$ cat src/hw/i2cst_pkg.sv
// Purpose: constants for the two-wire slave with bus time-out
// Assumes: 32-bit apb, word-aligned registers
// Notes:   register offsets are byte addresses
package i2cst_pkg;
  // register byte offsets
  localparam logic [7:0] I2CST_OFF_DATA   = 8'h00;
  localparam logic [7:0] I2CST_OFF_ADDR   = 8'h04;
  localparam logic [7:0] I2CST_OFF_CTRL1  = 8'h08;
  localparam logic [7:0] I2CST_OFF_CTRL2  = 8'h0c;
  localparam logic [7:0] I2CST_OFF_TOC    = 8'h10;
  // serial_control_status_two bit positions
  localparam int I2CST_C2_MASTER_ACK_RECEIVED_FLAG = 0;
  localparam int I2CST_C2_SRW  = 2;
  localparam int I2CST_C2_SLAVE_ACK_LEVEL = 3;
  localparam int I2CST_C2_HTX  = 4;
  localparam int I2CST_C2_BUSY = 5;
  localparam int I2CST_C2_ADDRESS_MATCH_FLAG = 6;
  localparam int I2CST_C2_IRQ  = 7;
  // serial_control_one bit positions
  localparam int I2CST_C1_EN   = 1;
  // bus_timeout_control bit positions
  localparam int I2CST_TOC_EN  = 7;
  localparam int I2CST_TOC_F   = 6;
  // reset values
  localparam logic [7:0] I2CST_C2_RST  = 8'h01;
  localparam logic [7:0] I2CST_C1_RST  = 8'h00;
  localparam logic [7:0] I2CST_TOC_RST = 8'h00;
  // time-out tick: sub-clock divided by 32
  localparam int I2CST_SUB_HZ     = 32768;
  localparam int I2CST_SYS_HZ     = 50000000;
  localparam int I2CST_SUB_DIV    = 32;
  localparam int I2CST_TICK_CYC   =
    I2CST_SYS_HZ / (I2CST_SUB_HZ / I2CST_SUB_DIV);
endpackage

$ cat src/hw/i2cst_slave.sv
// Purpose: apb-mapped two-wire slave with bus lockup time-out
// Assumes: pins pass three flops; scl/sda are open drain
// Notes:   irq is a level while the pending bit is set
//
// The address map and the APB slave port are this design's own decisions.
`timescale 1ns/1ns
module i2cst_slave
  import i2cst_pkg::*;
#(
  parameter int TICK_CYC = I2CST_TICK_CYC
)(
  // system
  input  wire logic        clk_sys,
  input  wire logic        rst,
  // apb slave
  input  wire logic        psel,
  input  wire logic        penable,
  input  wire logic        pwrite,
  input  wire logic [7:0]  paddr,
  input  wire logic [31:0] pwdata,
  output logic      [31:0] prdata,
  output logic             pready,
  output logic             pslverr,
  // two-wire pins
  input  wire logic        scl_in,
  output logic             scl_out,
  output logic             scl_oe,
  input  wire logic        sda_in,
  output logic             sda_out,
  output logic             sda_oe,
  // shared serial interrupt
  output logic             irq
);

  typedef enum {I2CST_IDLE, I2CST_ADDR, I2CST_AACK, I2CST_RX, I2CST_RACK,
                I2CST_TX, I2CST_TACK, I2CST_WAIT} i2cst_state_t;

  ////////////////////////////////////////////////////////////////////////////
  // pin synchronisers
  logic [2:0] scl_sync_reg;
  logic [2:0] sda_sync_reg;
  logic       scl_reg;
  logic       sda_reg;

  // three flops; level accepted when stages two and three agree
  always_ff @(posedge clk_sys or posedge rst)
  begin
    if (rst)
    begin
      scl_sync_reg <= 3'h7;
      sda_sync_reg <= 3'h7;
      scl_reg      <= 1'b1;
      sda_reg      <= 1'b1;
    end
    else
    begin
      scl_sync_reg <= {scl_sync_reg[1:0], scl_in};
      sda_sync_reg <= {sda_sync_reg[1:0], sda_in};
      if (scl_sync_reg[1] == scl_sync_reg[2])
        scl_reg <= scl_sync_reg[2];
      if (sda_sync_reg[1] == sda_sync_reg[2])
        sda_reg <= sda_sync_reg[2];
    end
  end

  logic scl_old_reg;
  logic sda_old_reg;
  always_ff @(posedge clk_sys or posedge rst)
  begin
    if (rst)
    begin
      scl_old_reg <= 1'b1;
      sda_old_reg <= 1'b1;
    end
    else
    begin
      scl_old_reg <= scl_reg;
      sda_old_reg <= sda_reg;
    end
  end

  logic scl_rise;
  logic scl_fall;
  logic start_det;
  logic stop_det;
  assign scl_rise  = scl_reg & ~scl_old_reg;
  assign scl_fall  = ~scl_reg & scl_old_reg;
  assign start_det = scl_reg & scl_old_reg & sda_old_reg & ~sda_reg;
  assign stop_det  = scl_reg & scl_old_reg & ~sda_old_reg & sda_reg;

  ////////////////////////////////////////////////////////////////////////////
  // registers
  logic [7:0] data_reg;
  logic [6:0] own_addr_reg;
  logic [7:0] ctrl1_reg;
  logic [7:0] ctrl2_reg;
  logic [7:0] toc_reg;
  logic       irq_pend_reg;
  logic       hold_reg;

  logic wr_acc;
  logic rd_acc;
  logic sel_data;
  logic timeout_hit;
  logic en;
  assign pready   = 1'b1;
  assign wr_acc   = psel & penable & pwrite;
  assign rd_acc   = psel & penable & ~pwrite;
  assign sel_data = (paddr == I2CST_OFF_DATA);
  assign en       = ctrl1_reg[I2CST_C1_EN];

  // unmapped addresses answer with an error
  always_comb
  begin
    unique case (paddr)
      I2CST_OFF_DATA, I2CST_OFF_ADDR, I2CST_OFF_CTRL1, I2CST_OFF_CTRL2,
      I2CST_OFF_TOC: pslverr = 1'b0;
      default:       pslverr = psel & penable;
    endcase
  end

  // read data is registered on the edge that ends the setup phase
  always_ff @(posedge clk_sys or posedge rst)
  begin
    if (rst)
      prdata <= 32'h0000_0000;
    else if (psel & ~penable & ~pwrite)
    begin
      unique case (paddr)
        I2CST_OFF_DATA:  prdata <= {24'h00_0000, data_reg};
        I2CST_OFF_ADDR:  prdata <= {24'h00_0000, own_addr_reg, 1'b0};
        I2CST_OFF_CTRL1: prdata <= {24'h00_0000, ctrl1_reg};
        I2CST_OFF_CTRL2: prdata <= {24'h00_0000, ctrl2_reg};
        I2CST_OFF_TOC:   prdata <= {24'h00_0000, toc_reg};
        default:         prdata <= 32'h0000_0000;
      endcase
    end
  end

  // address and first control register survive a time-out
  always_ff @(posedge clk_sys or posedge rst)
  begin
    if (rst)
    begin
      own_addr_reg <= 7'h00;
      ctrl1_reg    <= I2CST_C1_RST;
    end
    else if (wr_acc)
    begin
      if (paddr == I2CST_OFF_ADDR)
        own_addr_reg <= pwdata[7:1];
      if (paddr == I2CST_OFF_CTRL1)
        ctrl1_reg <= pwdata[7:0];
    end
  end

  ////////////////////////////////////////////////////////////////////////////
  // bus engine
  i2cst_state_t state_reg;
  logic [3:0]   bit_cnt_reg;
  logic [7:0]   shift_reg;
  logic         sda_drv_reg;
  logic         match;
  assign match = (shift_reg[7:1] == own_addr_reg);

  // state, shifter and data-line drive
  always_ff @(posedge clk_sys or posedge rst)
  begin
    if (rst)
    begin
      state_reg   <= I2CST_IDLE;
      bit_cnt_reg <= 4'h0;
      shift_reg   <= 8'h00;
      sda_drv_reg <= 1'b0;
    end
    else if (timeout_hit | ~en)
    begin
      state_reg   <= I2CST_IDLE;
      sda_drv_reg <= 1'b0;
    end
    else if (start_det)
    begin
      state_reg   <= I2CST_ADDR;
      bit_cnt_reg <= 4'h0;
      sda_drv_reg <= 1'b0;
    end
    else if (stop_det)
    begin
      state_reg   <= I2CST_IDLE;
      sda_drv_reg <= 1'b0;
    end
    else
    begin
      unique case (state_reg)
        I2CST_IDLE, I2CST_WAIT: sda_drv_reg <= 1'b0;
        I2CST_ADDR, I2CST_RX:
        begin
          if (scl_rise)
          begin
            shift_reg   <= {shift_reg[6:0], sda_reg};
            bit_cnt_reg <= bit_cnt_reg + 4'h1;
          end
          if (scl_fall && bit_cnt_reg == 4'h8)
          begin
            bit_cnt_reg <= 4'h0;
            if (state_reg == I2CST_ADDR)
            begin
              state_reg   <= match ? I2CST_AACK : I2CST_WAIT;
              sda_drv_reg <= match;
            end
            else
            begin
              state_reg   <= I2CST_RACK;
              sda_drv_reg <= ~ctrl2_reg[I2CST_C2_SLAVE_ACK_LEVEL];
            end
          end
        end
        // ninth fall ends the ack; mode is chosen once the clock is let go
        I2CST_AACK, I2CST_RACK:
        begin
          if (scl_fall)
          begin
            sda_drv_reg <= 1'b0;
            bit_cnt_reg <= 4'h9;
          end
          else if (bit_cnt_reg == 4'h9 && !hold_reg)
          begin
            bit_cnt_reg <= 4'h0;
            if (ctrl2_reg[I2CST_C2_HTX])
            begin
              state_reg   <= I2CST_TX;
              sda_drv_reg <= ~data_reg[7];
              shift_reg   <= data_reg;
            end
            else
              state_reg <= I2CST_RX;
          end
        end
        I2CST_TX:
        begin
          if (hold_reg)
          begin
            // the releasing write lands this edge; take its byte directly
            shift_reg   <= (wr_acc & sel_data) ? pwdata[7:0] : data_reg;
            sda_drv_reg <= (wr_acc & sel_data) ? ~pwdata[7] : ~data_reg[7];
          end
          else if (scl_fall)
          begin
            bit_cnt_reg <= bit_cnt_reg + 4'h1;
            if (bit_cnt_reg == 4'h7)
            begin
              state_reg   <= I2CST_TACK;
              sda_drv_reg <= 1'b0;
            end
            else
            begin
              shift_reg   <= {shift_reg[6:0], 1'b0};
              sda_drv_reg <= ~shift_reg[6];
            end
          end
        end
        I2CST_TACK:
        begin
          if (scl_fall)
          begin
            bit_cnt_reg <= 4'h0;
            state_reg   <= ctrl2_reg[I2CST_C2_MASTER_ACK_RECEIVED_FLAG] ? I2CST_WAIT
                                                    : I2CST_TX;
          end
        end
        default: state_reg <= I2CST_IDLE;
      endcase
    end
  end

  // byte or address event raises the pending interrupt
  logic addr_hit;
  logic byte_done;
  logic ack_end;
  assign addr_hit  = (state_reg == I2CST_ADDR) && scl_fall &&
                     bit_cnt_reg == 4'h8 && match && en;
  assign byte_done = en && scl_fall &&
                     ((state_reg == I2CST_RACK) ||
                      (state_reg == I2CST_TACK));
  assign ack_end   = en && scl_fall && (state_reg == I2CST_AACK);

  // clock stretching after the ninth clock of a match or a byte, except a sent byte that the master refused
  always_ff @(posedge clk_sys or posedge rst)
  begin
    if (rst)
      hold_reg <= 1'b0;
    else if (timeout_hit | ~en | stop_det | start_det)
      hold_reg <= 1'b0;
    else if ((ack_end | byte_done) && !(state_reg == I2CST_TACK &&
             ctrl2_reg[I2CST_C2_MASTER_ACK_RECEIVED_FLAG]))
      hold_reg <= 1'b1;
    else if (sel_data & (wr_acc | rd_acc) & ~scl_reg)
      hold_reg <= 1'b0;
  end

  // data register: software writes, receiver loads completed bytes
  always_ff @(posedge clk_sys or posedge rst)
  begin
    if (rst)
      data_reg <= 8'h00;
    else if (wr_acc & sel_data)
      data_reg <= pwdata[7:0];
    else if (state_reg == I2CST_RX && scl_fall && bit_cnt_reg == 4'h8)
      data_reg <= shift_reg;
  end

  // second control/status register
  always_ff @(posedge clk_sys or posedge rst)
  begin
    if (rst)
      ctrl2_reg <= I2CST_C2_RST;
    else if (timeout_hit)
      ctrl2_reg <= I2CST_C2_RST;
    else
    begin
      if (wr_acc && paddr == I2CST_OFF_CTRL2)
      begin
        ctrl2_reg[I2CST_C2_HTX]  <= pwdata[I2CST_C2_HTX];
        ctrl2_reg[I2CST_C2_SLAVE_ACK_LEVEL] <= pwdata[I2CST_C2_SLAVE_ACK_LEVEL];
        if (!pwdata[I2CST_C2_IRQ])
          ctrl2_reg[I2CST_C2_IRQ] <= 1'b0;
      end
      if (start_det)
        ctrl2_reg[I2CST_C2_BUSY] <= 1'b1;
      else if (stop_det)
        ctrl2_reg[I2CST_C2_BUSY] <= 1'b0;
      if (start_det)
        ctrl2_reg[I2CST_C2_ADDRESS_MATCH_FLAG] <= 1'b0;
      else if (addr_hit)
      begin
        ctrl2_reg[I2CST_C2_ADDRESS_MATCH_FLAG] <= 1'b1;
        ctrl2_reg[I2CST_C2_SRW]  <= shift_reg[0];
      end
      else if (byte_done)
        ctrl2_reg[I2CST_C2_ADDRESS_MATCH_FLAG] <= 1'b0;
      if (state_reg == I2CST_TACK && scl_rise)
        ctrl2_reg[I2CST_C2_MASTER_ACK_RECEIVED_FLAG] <= sda_reg;
      if (addr_hit | byte_done)
        ctrl2_reg[I2CST_C2_IRQ] <= 1'b1;
    end
  end

  ////////////////////////////////////////////////////////////////////////////
  // time-out
  logic [15:0] div_cnt_reg;
  logic [6:0]  to_cnt_reg;
  logic        to_run_reg;
  logic        tick;
  assign tick = (div_cnt_reg == 16'(TICK_CYC - 1));

  // divider making one pulse per sub-clock/32 period
  always_ff @(posedge clk_sys or posedge rst)
  begin
    if (rst)
      div_cnt_reg <= 16'h0000;
    else if (tick | ~to_run_reg | scl_fall)
      div_cnt_reg <= 16'h0000;
    else
      div_cnt_reg <= div_cnt_reg + 16'h0001;
  end

  assign timeout_hit = to_run_reg & toc_reg[I2CST_TOC_EN] & tick &
                       (to_cnt_reg == {1'b0, toc_reg[5:0]});

  // run control and period counter
  always_ff @(posedge clk_sys or posedge rst)
  begin
    if (rst)
    begin
      to_run_reg <= 1'b0;
      to_cnt_reg <= 7'h00;
    end
    else if (timeout_hit | stop_det | ~toc_reg[I2CST_TOC_EN])
    begin
      to_run_reg <= 1'b0;
      to_cnt_reg <= 7'h00;
    end
    else if (addr_hit)
    begin
      to_run_reg <= 1'b1;
      to_cnt_reg <= 7'h00;
    end
    else if (scl_fall)
      to_cnt_reg <= 7'h00;
    else if (to_run_reg & tick)
      to_cnt_reg <= to_cnt_reg + 7'h01;
  end

  // bus_timeout_control: flag set wins over software clear
  always_ff @(posedge clk_sys or posedge rst)
  begin
    if (rst)
      toc_reg <= I2CST_TOC_RST;
    else
    begin
      if (wr_acc && paddr == I2CST_OFF_TOC)
      begin
        toc_reg[I2CST_TOC_EN] <= pwdata[I2CST_TOC_EN];
        toc_reg[5:0]          <= pwdata[5:0];
        if (!pwdata[I2CST_TOC_F])
          toc_reg[I2CST_TOC_F] <= 1'b0;
      end
      if (timeout_hit)
      begin
        toc_reg[I2CST_TOC_EN] <= 1'b0;
        toc_reg[I2CST_TOC_F]  <= 1'b1;
      end
    end
  end

  ////////////////////////////////////////////////////////////////////////////
  // pins and interrupt; never drives a start, only pulls low
  assign scl_out = 1'b0;
  assign scl_oe  = hold_reg & ~scl_reg;
  assign sda_out = 1'b0;
  assign sda_oe  = sda_drv_reg;
  assign irq     = ctrl2_reg[I2CST_C2_IRQ] | toc_reg[I2CST_TOC_F];

endmodule // i2cst_slave

$ cat config.mk
export PLATFORM = sky130hd
export DESIGN_NAME = i2cst_slave
export DESIGN_NICKNAME = d
export VERILOG_FILES = /design/src/hw/i2cst_pkg.sv /design/src/hw/i2cst_slave.sv
export SDC_FILE = /design/constraint.sdc
export NUM_CORES = 1
export LEC_CHECK = 0
export BUFFER_PORTS_ARGS = -buffer_cell sky130_fd_sc_hd__buf_2
export CAP_MARGIN = 20
export CELL_PAD_IN_SITES_DETAIL_PLACEMENT = 0
export CELL_PAD_IN_SITES_GLOBAL_PLACEMENT = 2
export CORE_MARGIN = 2
export CORE_UTILIZATION = 35
export DETAILED_ROUTE_END_ITERATION = 8
export GPL_TIMING_DRIVEN = 0
export PLACE_DENSITY_LB_ADDON = 0.1
export SYNTH_ARGS = -nofsm -noshare
export SYNTH_HDL_FRONTEND = slang
export SYNTH_SLANG_ARGS = --single-unit
$ cat constraint.sdc
create_clock -name clk_sys -period 9.3 [get_ports clk_sys]
set_clock_uncertainty 0.15 [all_clocks]
set_input_delay 0.93 -clock clk_sys [delete_from_list [all_inputs] [get_ports clk_sys]]
set_output_delay 0.93 -clock clk_sys [all_outputs]
set_load 0.05 [all_outputs]
### After elaboration in Yosys (flattened, before gate mapping)

Index checks and enable logic that the tools add are counted.

| storage, ports and cells | value |
|---|---|
| logic and storage cells | 253 |
| memory bits (read-only) | 0 |
| latch bits | 0 |
| memories kept | 0 |
| bits in writable memories | 0 |
| bits in registers | 150 |

| operators by class | value |
|---|---|
| multipliers | 0 |
| $lt $le $gt $ge | 0 |
| reduce and logical (&&, ||, !) cells | 48 |
| add/sub/neg operators | 3 |
| bitwise operators | 47 |
| eq/ne operators | 50 |
| shift operators | 0 |
| divide/modulo/power cells | 0 |
| muxes and demuxes | 78 |

Operators by type and width:

| kind | count |
|---|---|
| 32-bit 2-to-1 mux | 10 |
| 32-bit by 3-bit == test with 1-bit output (second input constant) | 6 |
| 32-bit case mux with 5 select lines | 1 |
| 32-bit by 2-bit == test with 1-bit output (second input constant) | 3 |
| 8-bit 2-to-1 mux | 11 |
| 32-bit by 4-bit == test with 1-bit output (second input constant) | 2 |
| 8-bit case mux with 5 select lines | 1 |
| 4-bit 2-to-1 mux | 9 |
| 5-bit != test (second input constant) | 7 |
| 32-bit by 1-bit == test with 1-bit output (second input constant) | 1 |
| 32-bit zero test | 1 |
| 1-bit 2-to-1 mux | 31 |
| 7-bit 2-to-1 mux | 4 |
| 8-bit case mux with 3 select lines | 1 |
| 1-bit AND | 20 |
| 6-bit != test (second input constant) | 3 |
| 16-bit by 1-bit adder with 16-bit output (second input constant) | 1 |
| 16-bit == test (second input constant) | 1 |
| 8-bit by 4-bit == test with 1-bit output (second input constant) | 2 |
| 1-bit logical AND | 16 |
| 16-bit 2-to-1 mux | 1 |
| 1-bit inverter | 16 |
| 4-bit case mux with 4 select lines | 1 |
| 8-bit AND reduction | 2 |
| other kinds (32) | 75 |

### Longest topological paths before layout

Gate-level depths: netlist (run 1).

| depth | value |
|---|---|
| word-level depth | 9 |
| mapped depth | 8 |
| depth with buffers taken out | 8 |

### Worst setup path before layout (run 1)

OpenSTA, ideal clock, no wires.

| timing | value |
|---|---|
| kind | input-to-output |
| start | input paddr[3] |
| end | output pslverr |
| cell stages on the path | 3 |
| slack | 5.945 ns |
| arrival | 2.275 ns |
| cell sequence | buf_1 -> o21ai_0 -> a21oi_1 |

| between the ends | value |
|---|---|
| longest elaborated chain between the ends | 3 |
| elaborated cells on any way between the ends | 7 |
| classes of those cells | 4 x eq/ne; 1 x mux; 2 x reduce/logical |

Ends and longest elaborated chain:

| element | line | RTL |
|---|---|---|
| from (decl) | i2cst_slave.sv:19 | `input wire logic [7:0] paddr,` |
| 8-bit by 3-bit == test with 1-bit output (tied with other cells) | i2cst_slave.sv:115 | `unique case (paddr)` |
| 5-bit OR reduction (*) | i2cst_slave.sv:115 |  |
| 1-bit 2-to-1 mux (*) | i2cst_slave.sv:115 |  |
| to (decl) | i2cst_slave.sv:23 | `output logic pslverr,` |

Mark *: on every way between the ends. The rest lies on a longest branch, timed or not.

### Worst setup path after layout (run 1)

Ends and elaborated chain as after synthesis.

==> impl_metrics.csv, run 1 <==
group,metric,value,unit
timing,rsz0062_at_grt,"no",
synthesis,ys_ff_latch,97,
detailed_routing,drt_iter0_drc,390,
setup_path,cp_num_buf_inv,3,
layout,layout_common_cells,"86 x sky130_fd_sc_hd__dfrtp_1, 78 x sky130_fd_sc_hd__nor2_1, 41 x sky130_fd_sc_hd__buf_2",
synthesis,syn-mean-instance-area,9.98,um2
clocking,clk_root_buffer_cell,"sky130_fd_sc_hd__clkbuf_16",
timing,count_of_final_setup_violators,0,
synthesis,netlist_area,5500,um2
global_route,first_global_vias,4287,
clocking,cts-htree-levels,3,
layout,multi_input_area,2800,um2
die,ios,86,
setup_path,worst_ep_required_time,8220,ps
detailed_routing,maxUsedRoutingLayer,"met4",
timing,post-route-min-period,3260,ps
timing,post_route_clock_period_utilization,0.351,
detailed_routing,ant_nets,0,
synthesis,syn_inst,551,
synthesis,yosys.area_share.simple,0.190,
run,max_cap_viol_count,0,
layout,num_antenna_cells,0,
setup_path,largest_fanout_on_the_critical_path,10,
clocking,clock_insertion_delay_worst_skew,350,ps
layout,largest_reg_flops,16,
layout,final_net_count,673,
hold_path,min-delay-path-class,"flip-flop to flip-flop",
setup_path,timing.critical_path.slowest_cell_delay,480,ps
timing,max_freq,307,MHz
synthesis,async_flop_share,1.00,
setup_path,worst_path_dominant_cell_family,"buffers and inverters",
setup_path,crit_path_class,"input pin to output pin",
die,die_height,129,um
power_and_ir_drop,power-per-cell-area,156,nW/um2
placement,port-buffer-count,33,
timing,totalNegativeSetupSlack,0,ps
clocking,clock-sinks,97,
timing,worst_slew_margin_rel,0.356,
clocking,clk_pin_slew,70,ps
synthesis,synth_top_family_by_area,"simple AND/OR/NAND/NOR gates",
detailed_routing,average_wire_per_cell_in_the_routed_design,17.5,um
global_route,grt_first_pass_wirelength,24.2,mm
setup_path,most_frequent_cell_on_critical_path,"sky130_fd_sc_hd__buf_2",
synthesis,synth_fa_ha_area_frac,0.0168,
timing,final.hold.worst_slack,206,ps
synthesis,synth_flop_cell,"sky130_fd_sc_hd__dfrtp_1",
detailed_routing,post-route-drc-count,0,
detailed_routing,drt_wirelength,14.6,mm
outcome,outcome,"completed",
global_route,grt.total_usage,0.189,
synthesis,synth-xor-area-share,0.0542,
global_route,grt_overflow,0,
clocking,cts_made_buffers,9,
setup_path,timing.critical_path.arrival,2180,ps
synthesis,synthesis.yosys.warnings,0,
timing,maxSlewViolCount,0,
die,chipWidth,129,um
synthesis,synth_sequential_area_ratio,0.444,
setup_path,critical_path.endpoint_type,"output pin",
timing,final-hold-violation-count,0,
layout,area.growth.synth_to_final,16.5,%
clocking,holdBufCountCts,0,
timing,max_slew.worst_pin.slew,964,ps
power_and_ir_drop,ir_drop,0.105,mV
global_route,grt_start_max_net_pins,66,
layout,commonest_non_fill_non_tap_cell_in_the_layout,"sky130_fd_sc_hd__dfrtp_1",
synthesis,yosys.area.top_type_share,0.391,
clocking,post-cts-setup-buffer-count,0,
die,floorplan.core_area,15300,um2
layout,fraction_of_final_layout_cells_with_drive_strength_greater_than_1,0.224,
setup_path,timing.critical_path.from_type,"input pin",
synthesis,synth-compound-area-share,0.114,
detailed_routing,routed_metal_1_wire_length,7.27,mm
synthesis,synth_top_area_cell,"sky130_fd_sc_hd__dfrtp_1",
clocking,resized_gates_after_cts,0,
power_and_ir_drop,p_leak,0.00277,uW
synthesis,synthMuxAreaShare,0.114,
layout,seqCellArea,2440,um2
detailed_routing,number_of_vias_after_detailed_routing,4321,
synthesis,edff_count_synth,0,
setup_path,cpMaxStageDelayCell,"sky130_fd_sc_hd__buf_1",
clocking,cts_tree,"yes",
detailed_routing,wl_met3,692,um
synthesis,ys_top_cells_by_area,"sky130_fd_sc_hd__dfrtp_1 39%, sky130_fd_sc_hd__mux2_2 5.5%, sky130_fd_sc_hd__nor2_1 5.3%, sky130_fd_sc_hd__dfstp_2 5.3%, sky130_fd_sc_hd__mux2i_1 5.1%",
synthesis,netlist-cell-type-count,71,
placement,placer_congestion_estimate,0.881,
die,dieArea,16700,um2
global_route,grt_antenna_before_repair,0,
detailed_routing,route.met2.wl,6.50,mm
clocking,cts.path.max_buffers,2,
detailed_routing,route.detailed.vias_per_inst,5.16,
layout,fill_cells,1527,
setup_path,crit_chain,"buf_2 > buf_1 > o21ai_0 > a21oi_1 > buf_2",
die,initial_core_util,0.360,
detailed_routing,pre_antenna_drt_iters,6,
placement,dpl.hpwl,10.8,mm
die,row_count,45,
[worst register-to-register path, stage by stage, from the launching register on]
cell,delay [ps]
sky130_fd_sc_hd__dfrtp_1,410
sky130_fd_sc_hd__ha_1,250
sky130_fd_sc_hd__and4bb_1,240
sky130_fd_sc_hd__nand4_1,150
sky130_fd_sc_hd__nor3_2,100
sky130_fd_sc_hd__nor3_2,490
sky130_fd_sc_hd__nand2_2,290
sky130_fd_sc_hd__mux2_2,340
[synth_stat cells, types with 4 or more instances]
cell type,count
sky130_fd_sc_hd__o21ai_0,11
sky130_fd_sc_hd__and3_1,6
sky130_fd_sc_hd__nor2_1,78
sky130_fd_sc_hd__clkbuf_1,11
sky130_fd_sc_hd__xor2_1,17
sky130_fd_sc_hd__a211oi_1,6
sky130_fd_sc_hd__a221o_1,8
sky130_fd_sc_hd__and2_1,4
sky130_fd_sc_hd__a22oi_1,6
sky130_fd_sc_hd__a21oi_1,27
sky130_fd_sc_hd__mux2i_1,28
sky130_fd_sc_hd__dfstp_2,11
sky130_fd_sc_hd__buf_2,8
sky130_fd_sc_hd__nor2b_1,9
sky130_fd_sc_hd__buf_4,29
sky130_fd_sc_hd__and4_1,4
sky130_fd_sc_hd__nand3_1,16
sky130_fd_sc_hd__xnor2_1,17
sky130_fd_sc_hd__mux2_2,27
sky130_fd_sc_hd__nor3_1,9
sky130_fd_sc_hd__nand2_1,31
sky130_fd_sc_hd__nand4_1,7
sky130_fd_sc_hd__ha_1,5
sky130_fd_sc_hd__dfrtp_1,86
sky130_fd_sc_hd__a31oi_1,9
sky130_fd_sc_hd__inv_1,12
[through the flow]
stage	total power, uW	util	worst slack, ps	cells	instance area [um2]
2_1_floorplan	535	-	5700	576	5590
3_3_place_gp	563	0.395	4350	820	6020
3_5_place_dp	565	0.397	6050	821	6050
4_1_cts	1010	0.420	6050	837	6400
5_1_grt	1040	0.420	5870	837	6400
6_report	999	0.420	6040	837	6400
[cell type report]
class | instances | area share
flip-flops and latches | 97 | 0.381
clock buffers | 11 | 0.0395
clock inverters | 5 | 0.0158
well taps | 211 | 0.0412
repair buffers | 34 | 0.0301
plain buffers | 51 | 0.0484
multi-input cells | 416 | 0.436
inverters | 12 | 0.00742
[path summary, 6_finish.rpt]
kind / startpoint / endpoint / slack (ps) / depth (start not counted)
hold / removal: sda_sync_reg[0] / sda_sync_reg[1] / 210 / 0
hold reg to reg: sda_sync_reg[0] / sda_sync_reg[1] / 210 / 0
setup reg to reg: div_cnt_reg[0] / shift_reg[6] / 6780 / 7
min in group asynchronous: rst / toc_reg[3] / 450 / 2
max in group asynchronous: rst / sda_reg / 7830 / 3
setup / recovery: paddr[3] / pslverr / 6040 / 5
[kinds of logic after synthesis]
group | after synthesis
compound gates | 91
xor+xnor | 34
mux | 58
simple gates | 198
buf+inv | 63
other cells | 2
flops | 97
fa+ha+maj | 8
[routing by layer]
metal / global-route usage / vias up
met4: 0.0575 / 0
met2: 0.278 / 110
met1: 0.285 / 2141
met5: 0 / -
li1: - / 2059
met3: 0.0285 / 11
[power by group]
group          leakage (uW)  internal (uW)  total [uW]  switching (uW)
clock              0.000169            277         443             166
sequential          0.00122            437         448            10.8
combinational       0.00138           29.8         109            79.0
total               0.00277            743         999             255
Note: power is estimated with default switching activity, not from simulation.
==> run 2: changes to the inputs <==
--- a/config.mk
+++ b/config.mk
@@ -5,12 +5,13 @@
 export SDC_FILE = /design/constraint.sdc
 export NUM_CORES = 1
 export LEC_CHECK = 0
+export ABC_AREA = 1
 export BUFFER_PORTS_ARGS = -buffer_cell sky130_fd_sc_hd__buf_2
 export CAP_MARGIN = 20
 export CELL_PAD_IN_SITES_DETAIL_PLACEMENT = 0
 export CELL_PAD_IN_SITES_GLOBAL_PLACEMENT = 2
 export CORE_MARGIN = 2
-export CORE_UTILIZATION = 35
+export CORE_UTILIZATION = 33
 export DETAILED_ROUTE_END_ITERATION = 8
 export GPL_TIMING_DRIVEN = 0
 export PLACE_DENSITY_LB_ADDON = 0.1
==> constraint.sdc (replaced) <==
create_clock -name clk_sys -period 3.1 [get_ports clk_sys]
set_clock_uncertainty 0.15 [all_clocks]
set_input_delay 0.31 -clock clk_sys [delete_from_list [all_inputs] [get_ports clk_sys]]
set_output_delay 0.31 -clock clk_sys [all_outputs]
set_load 0.05 [all_outputs]
==> run 2 against run 1 <==
Effect of this change:
- first-iteration DRC count fell by 11%
- critical path type is now flip-flop to output pin
- cell area rose by 6.0%
- highest routed layer unchanged
- area after synthesis rose by 6.8%
- cell count rose by 29%
- sequential power rose to 3.0 times the previous value
==> impl_metrics.csv, run 2 <==
group,metric,value,unit
layout,num_antenna_cells,0,
run,max_cap_viol_count,0,
global_route,grt_antenna_before_repair,0,
clocking,post-cts-setup-buffer-count,0,
synthesis,syn-mean-instance-area,7.61,um2
setup_path,timing.critical_path.arrival,1700,ps
detailed_routing,post-route-drc-count,0,
layout,fraction_of_final_layout_cells_with_drive_strength_greater_than_1,0.190,
synthesis,netlist_area,5870,um2
layout,area.growth.synth_to_final,15.6,%
detailed_routing,drt_wirelength,16.4,mm
die,die_height,137,um
placement,port-buffer-count,34,
timing,final_setup_slack_of_the_worst_path,939,ps
die,row_count,48,
setup_path,most_frequent_cell_on_critical_path,"sky130_fd_sc_hd__buf_2",
die,initial_core_util,0.338,
detailed_routing,drt_iter0_drc,348,
layout,stdcell_count,1076,
timing,totalNegativeSetupSlack,0,ps
setup_path,critical_path.endpoint_type,"output pin",
clocking,clk_pin_slew,80,ps
die,ios,86,
global_route,first_global_vias,4945,
synthesis,edff_count_synth,0,
timing,max_slew.worst_pin.slew,616,ps
placement,placedCellCount,1057,
detailed_routing,ant_nets,0,
clocking,cts_tree,"yes",
clocking,cts-htree-levels,3,
synthesis,async_flop_share,1.00,
setup_path,worst_ep_required_time,2640,ps
global_route,grt_overflow,0,
synthesis,yosys.area.top_type_share,0.367,
global_route,grt_start_max_net_pins,56,
detailed_routing,number_of_vias_after_detailed_routing,5143,
layout,final_net_count,898,
clocking,cts_made_buffers,9,
power_and_ir_drop,power-per-cell-area,417,nW/um2
detailed_routing,average_wire_per_cell_in_the_routed_design,15.2,um
setup_path,timing.critical_path.from_type,"flip-flop",
synthesis,count_leader_synth,"sky130_fd_sc_hd__nand2_1",
layout,fill_cells,1846,
layout,layout_common_cells,"185 x sky130_fd_sc_hd__nand2_1, 88 x sky130_fd_sc_hd__inv_1, 86 x sky130_fd_sc_hd__dfrtp_1",
synthesis,synth_sequential_area_ratio,0.416,
synthesis,synthTopCellsByCount,"185 x sky130_fd_sc_hd__nand2_1, 89 x sky130_fd_sc_hd__inv_1, 86 x sky130_fd_sc_hd__dfrtp_1",
timing,max_freq,463,MHz
placement,dpl.hpwl,12.7,mm
layout,multi_input_area,2890,um2
layout,seqCellArea,2440,um2
clocking,clock_insertion_delay_worst_skew,360,ps
clocking,clock-sinks,97,
hold_path,min-delay-path-class,"input pin to flip-flop",
placement,detailedPlace.worstSlack,1000,ps
synthesis,netlist-cell-type-count,43,
synthesis,synth_top_area_cell,"sky130_fd_sc_hd__dfrtp_1",
power_and_ir_drop,ir_drop,0.261,mV
global_route,grt_first_pass_wirelength,26.8,mm
setup_path,worst_path_dominant_cell_family,"buffers and inverters",
die,dieArea,18900,um2
setup_path,cpMaxStageDelayCell,"sky130_fd_sc_hd__dfrtp_1",
setup_path,cp_num_buf_inv,4,
die,floorplan.core_area,17400,um2
global_route,grt.total_usage,0.186,
synthesis,ys_top_cells_by_area,"sky130_fd_sc_hd__dfrtp_1 37%, sky130_fd_sc_hd__nand2_1 12%, sky130_fd_sc_hd__inv_1 5.7%, sky130_fd_sc_hd__nor2_1 5.4%, sky130_fd_sc_hd__o21ai_0 5.1%",
outcome,outcome,"completed",
timing,final-hold-violation-count,0,
clocking,cts.path.max_buffers,2,
timing,worst_slew_margin_rel,0.589,
power_and_ir_drop,p_leak,0.00321,uW
die,chipWidth,137,um
timing,count_of_final_setup_violators,0,
detailed_routing,pre_antenna_drt_iters,5,
layout,commonest_non_fill_non_tap_cell_in_the_layout,"sky130_fd_sc_hd__nand2_1",
setup_path,largest_fanout_on_the_critical_path,10,
clocking,resized_gates_after_cts,0,
detailed_routing,route.detailed.vias_per_inst,4.78,
setup_path,timing.critical_path.slowest_cell_delay,330,ps
setup_path,crit_chain,"buf_2 > inv_1 > buf_2 > nor2_1 > buf_2",
synthesis,synthesis.yosys.warnings,0,
timing,post_route_clock_period_utilization,0.697,
timing,rsz0062_at_grt,"no",
synthesis,synth_flop_cell,"sky130_fd_sc_hd__dfrtp_1",
timing,post-route-min-period,2160,ps
clocking,clk_root_buffer_cell,"sky130_fd_sc_hd__clkbuf_16",
timing,maxSlewViolCount,0,
layout,largest_reg_flops,16,
placement,placer_congestion_estimate,0.837,
synthesis,ys_ff_latch,97,
synthesis,syn_inst,772,
setup_path,crit_path_class,"flip-flop to output pin",
[run 2: cell count changes after synthesis, moves of 26 or more]
| cell | change |
|---|---|
| sky130_fd_sc_hd__inv_1 | +77 |
| sky130_fd_sc_hd__mux2_2 | -26 |
| sky130_fd_sc_hd__mux2i_1 | -28 |
| sky130_fd_sc_hd__nand2_1 | +154 |
| sky130_fd_sc_hd__nand3_1 | +36 |
| sky130_fd_sc_hd__o21ai_0 | +49 |
[run 2: metrics by stage]
stage | total power, uW | utilization | cell area, um2 | hold WS, ps
4_1_cts | 2870 | 0.391 | 6790 | 91.2
6_report | 2830 | 0.391 | 6790 | 94.0
5_1_grt | 2960 | 0.391 | 6790 | 106
2_1_floorplan | 1590 | - | 5970 | 164
3_5_place_dp | 1680 | 0.371 | 6450 | 197
3_3_place_gp | 1670 | 0.370 | 6420 | 196
[run 2: path summary, 6_finish.rpt]
check	slack [ps]	from	depth (start not counted)	to
worst max-delay path	940	hold_reg	5	scl_oe
worst min-delay path	90	pwdata[0]	3	toc_reg[0]
worst max register to register	1050	div_cnt_reg[0]	10	div_cnt_reg[14]
worst min register to register	210	sda_sync_reg[0]	0	sda_sync_reg[1]
max in group asynchronous	1640	rst	4	ctrl2_reg[0]
min in group asynchronous	420	rst	3	bit_cnt_reg[0]
[run 2: tightest hold or removal path, cell delays in order]
cell	delay [ps]
sky130_fd_sc_hd__buf_2	130
sky130_fd_sc_hd__nand2_1	60
sky130_fd_sc_hd__o21ai_0	60
[run 2: final cells by class]
class	instances	share of cell area
plain buffers	38	0.0404
inverters	96	0.0535
clock buffers	10	0.0369
flip-flops and latches	97	0.360
multi-input cells	566	0.426
clock inverters	6	0.00867
repair buffers	38	0.0336
well taps	225	0.0415
[run 2: where the power goes]
group | leakage [uW] | switching (uW) | internal (uW) | total [uW]
sequential | 0.00122 | 26.9 | 1310 | 1330
combinational | 0.00183 | 237 | 80.9 | 318
clock | 0.000153 | 566 | 613 | 1180
[run 2: cells by family (layout without fill, tap and decap cells)]
| family | after synthesis | in the layout | share of synthesized area |
|---|---|---|---|
| simple gates | 384 | 384 | 0.307 |
| buf+inv | 134 | 188 | 0.108 |
| compound gates | 131 | 131 | 0.128 |
| flops | 97 | 97 | 0.416 |
| xor+xnor | 16 | 16 | 0.0239 |
| fa+ha+maj | 7 | 7 | 0.0141 |
| other cells | 2 | 27 | 0.00128 |
| mux | 1 | 1 | 0.00192 |
[run 2: routing by layer]
metal | wire length [um] | vias to the layer above | global-route usage
met5 | 0 | - | 0
li1 | - | 2575 | -
met3 | 633 | 15 | 0.0254
met4 | 213 | 0 | 0.0567
met2 | 7750 | 114 | 0.312
met1 | 7760 | 2439 | 0.249
[run 2: what timing repair did]
action / in CTS / in global routing
hold buffers: 3 / 0
setup endpoints to repair: 0 / 0
endpoints found under the hold margin: 44 / 0
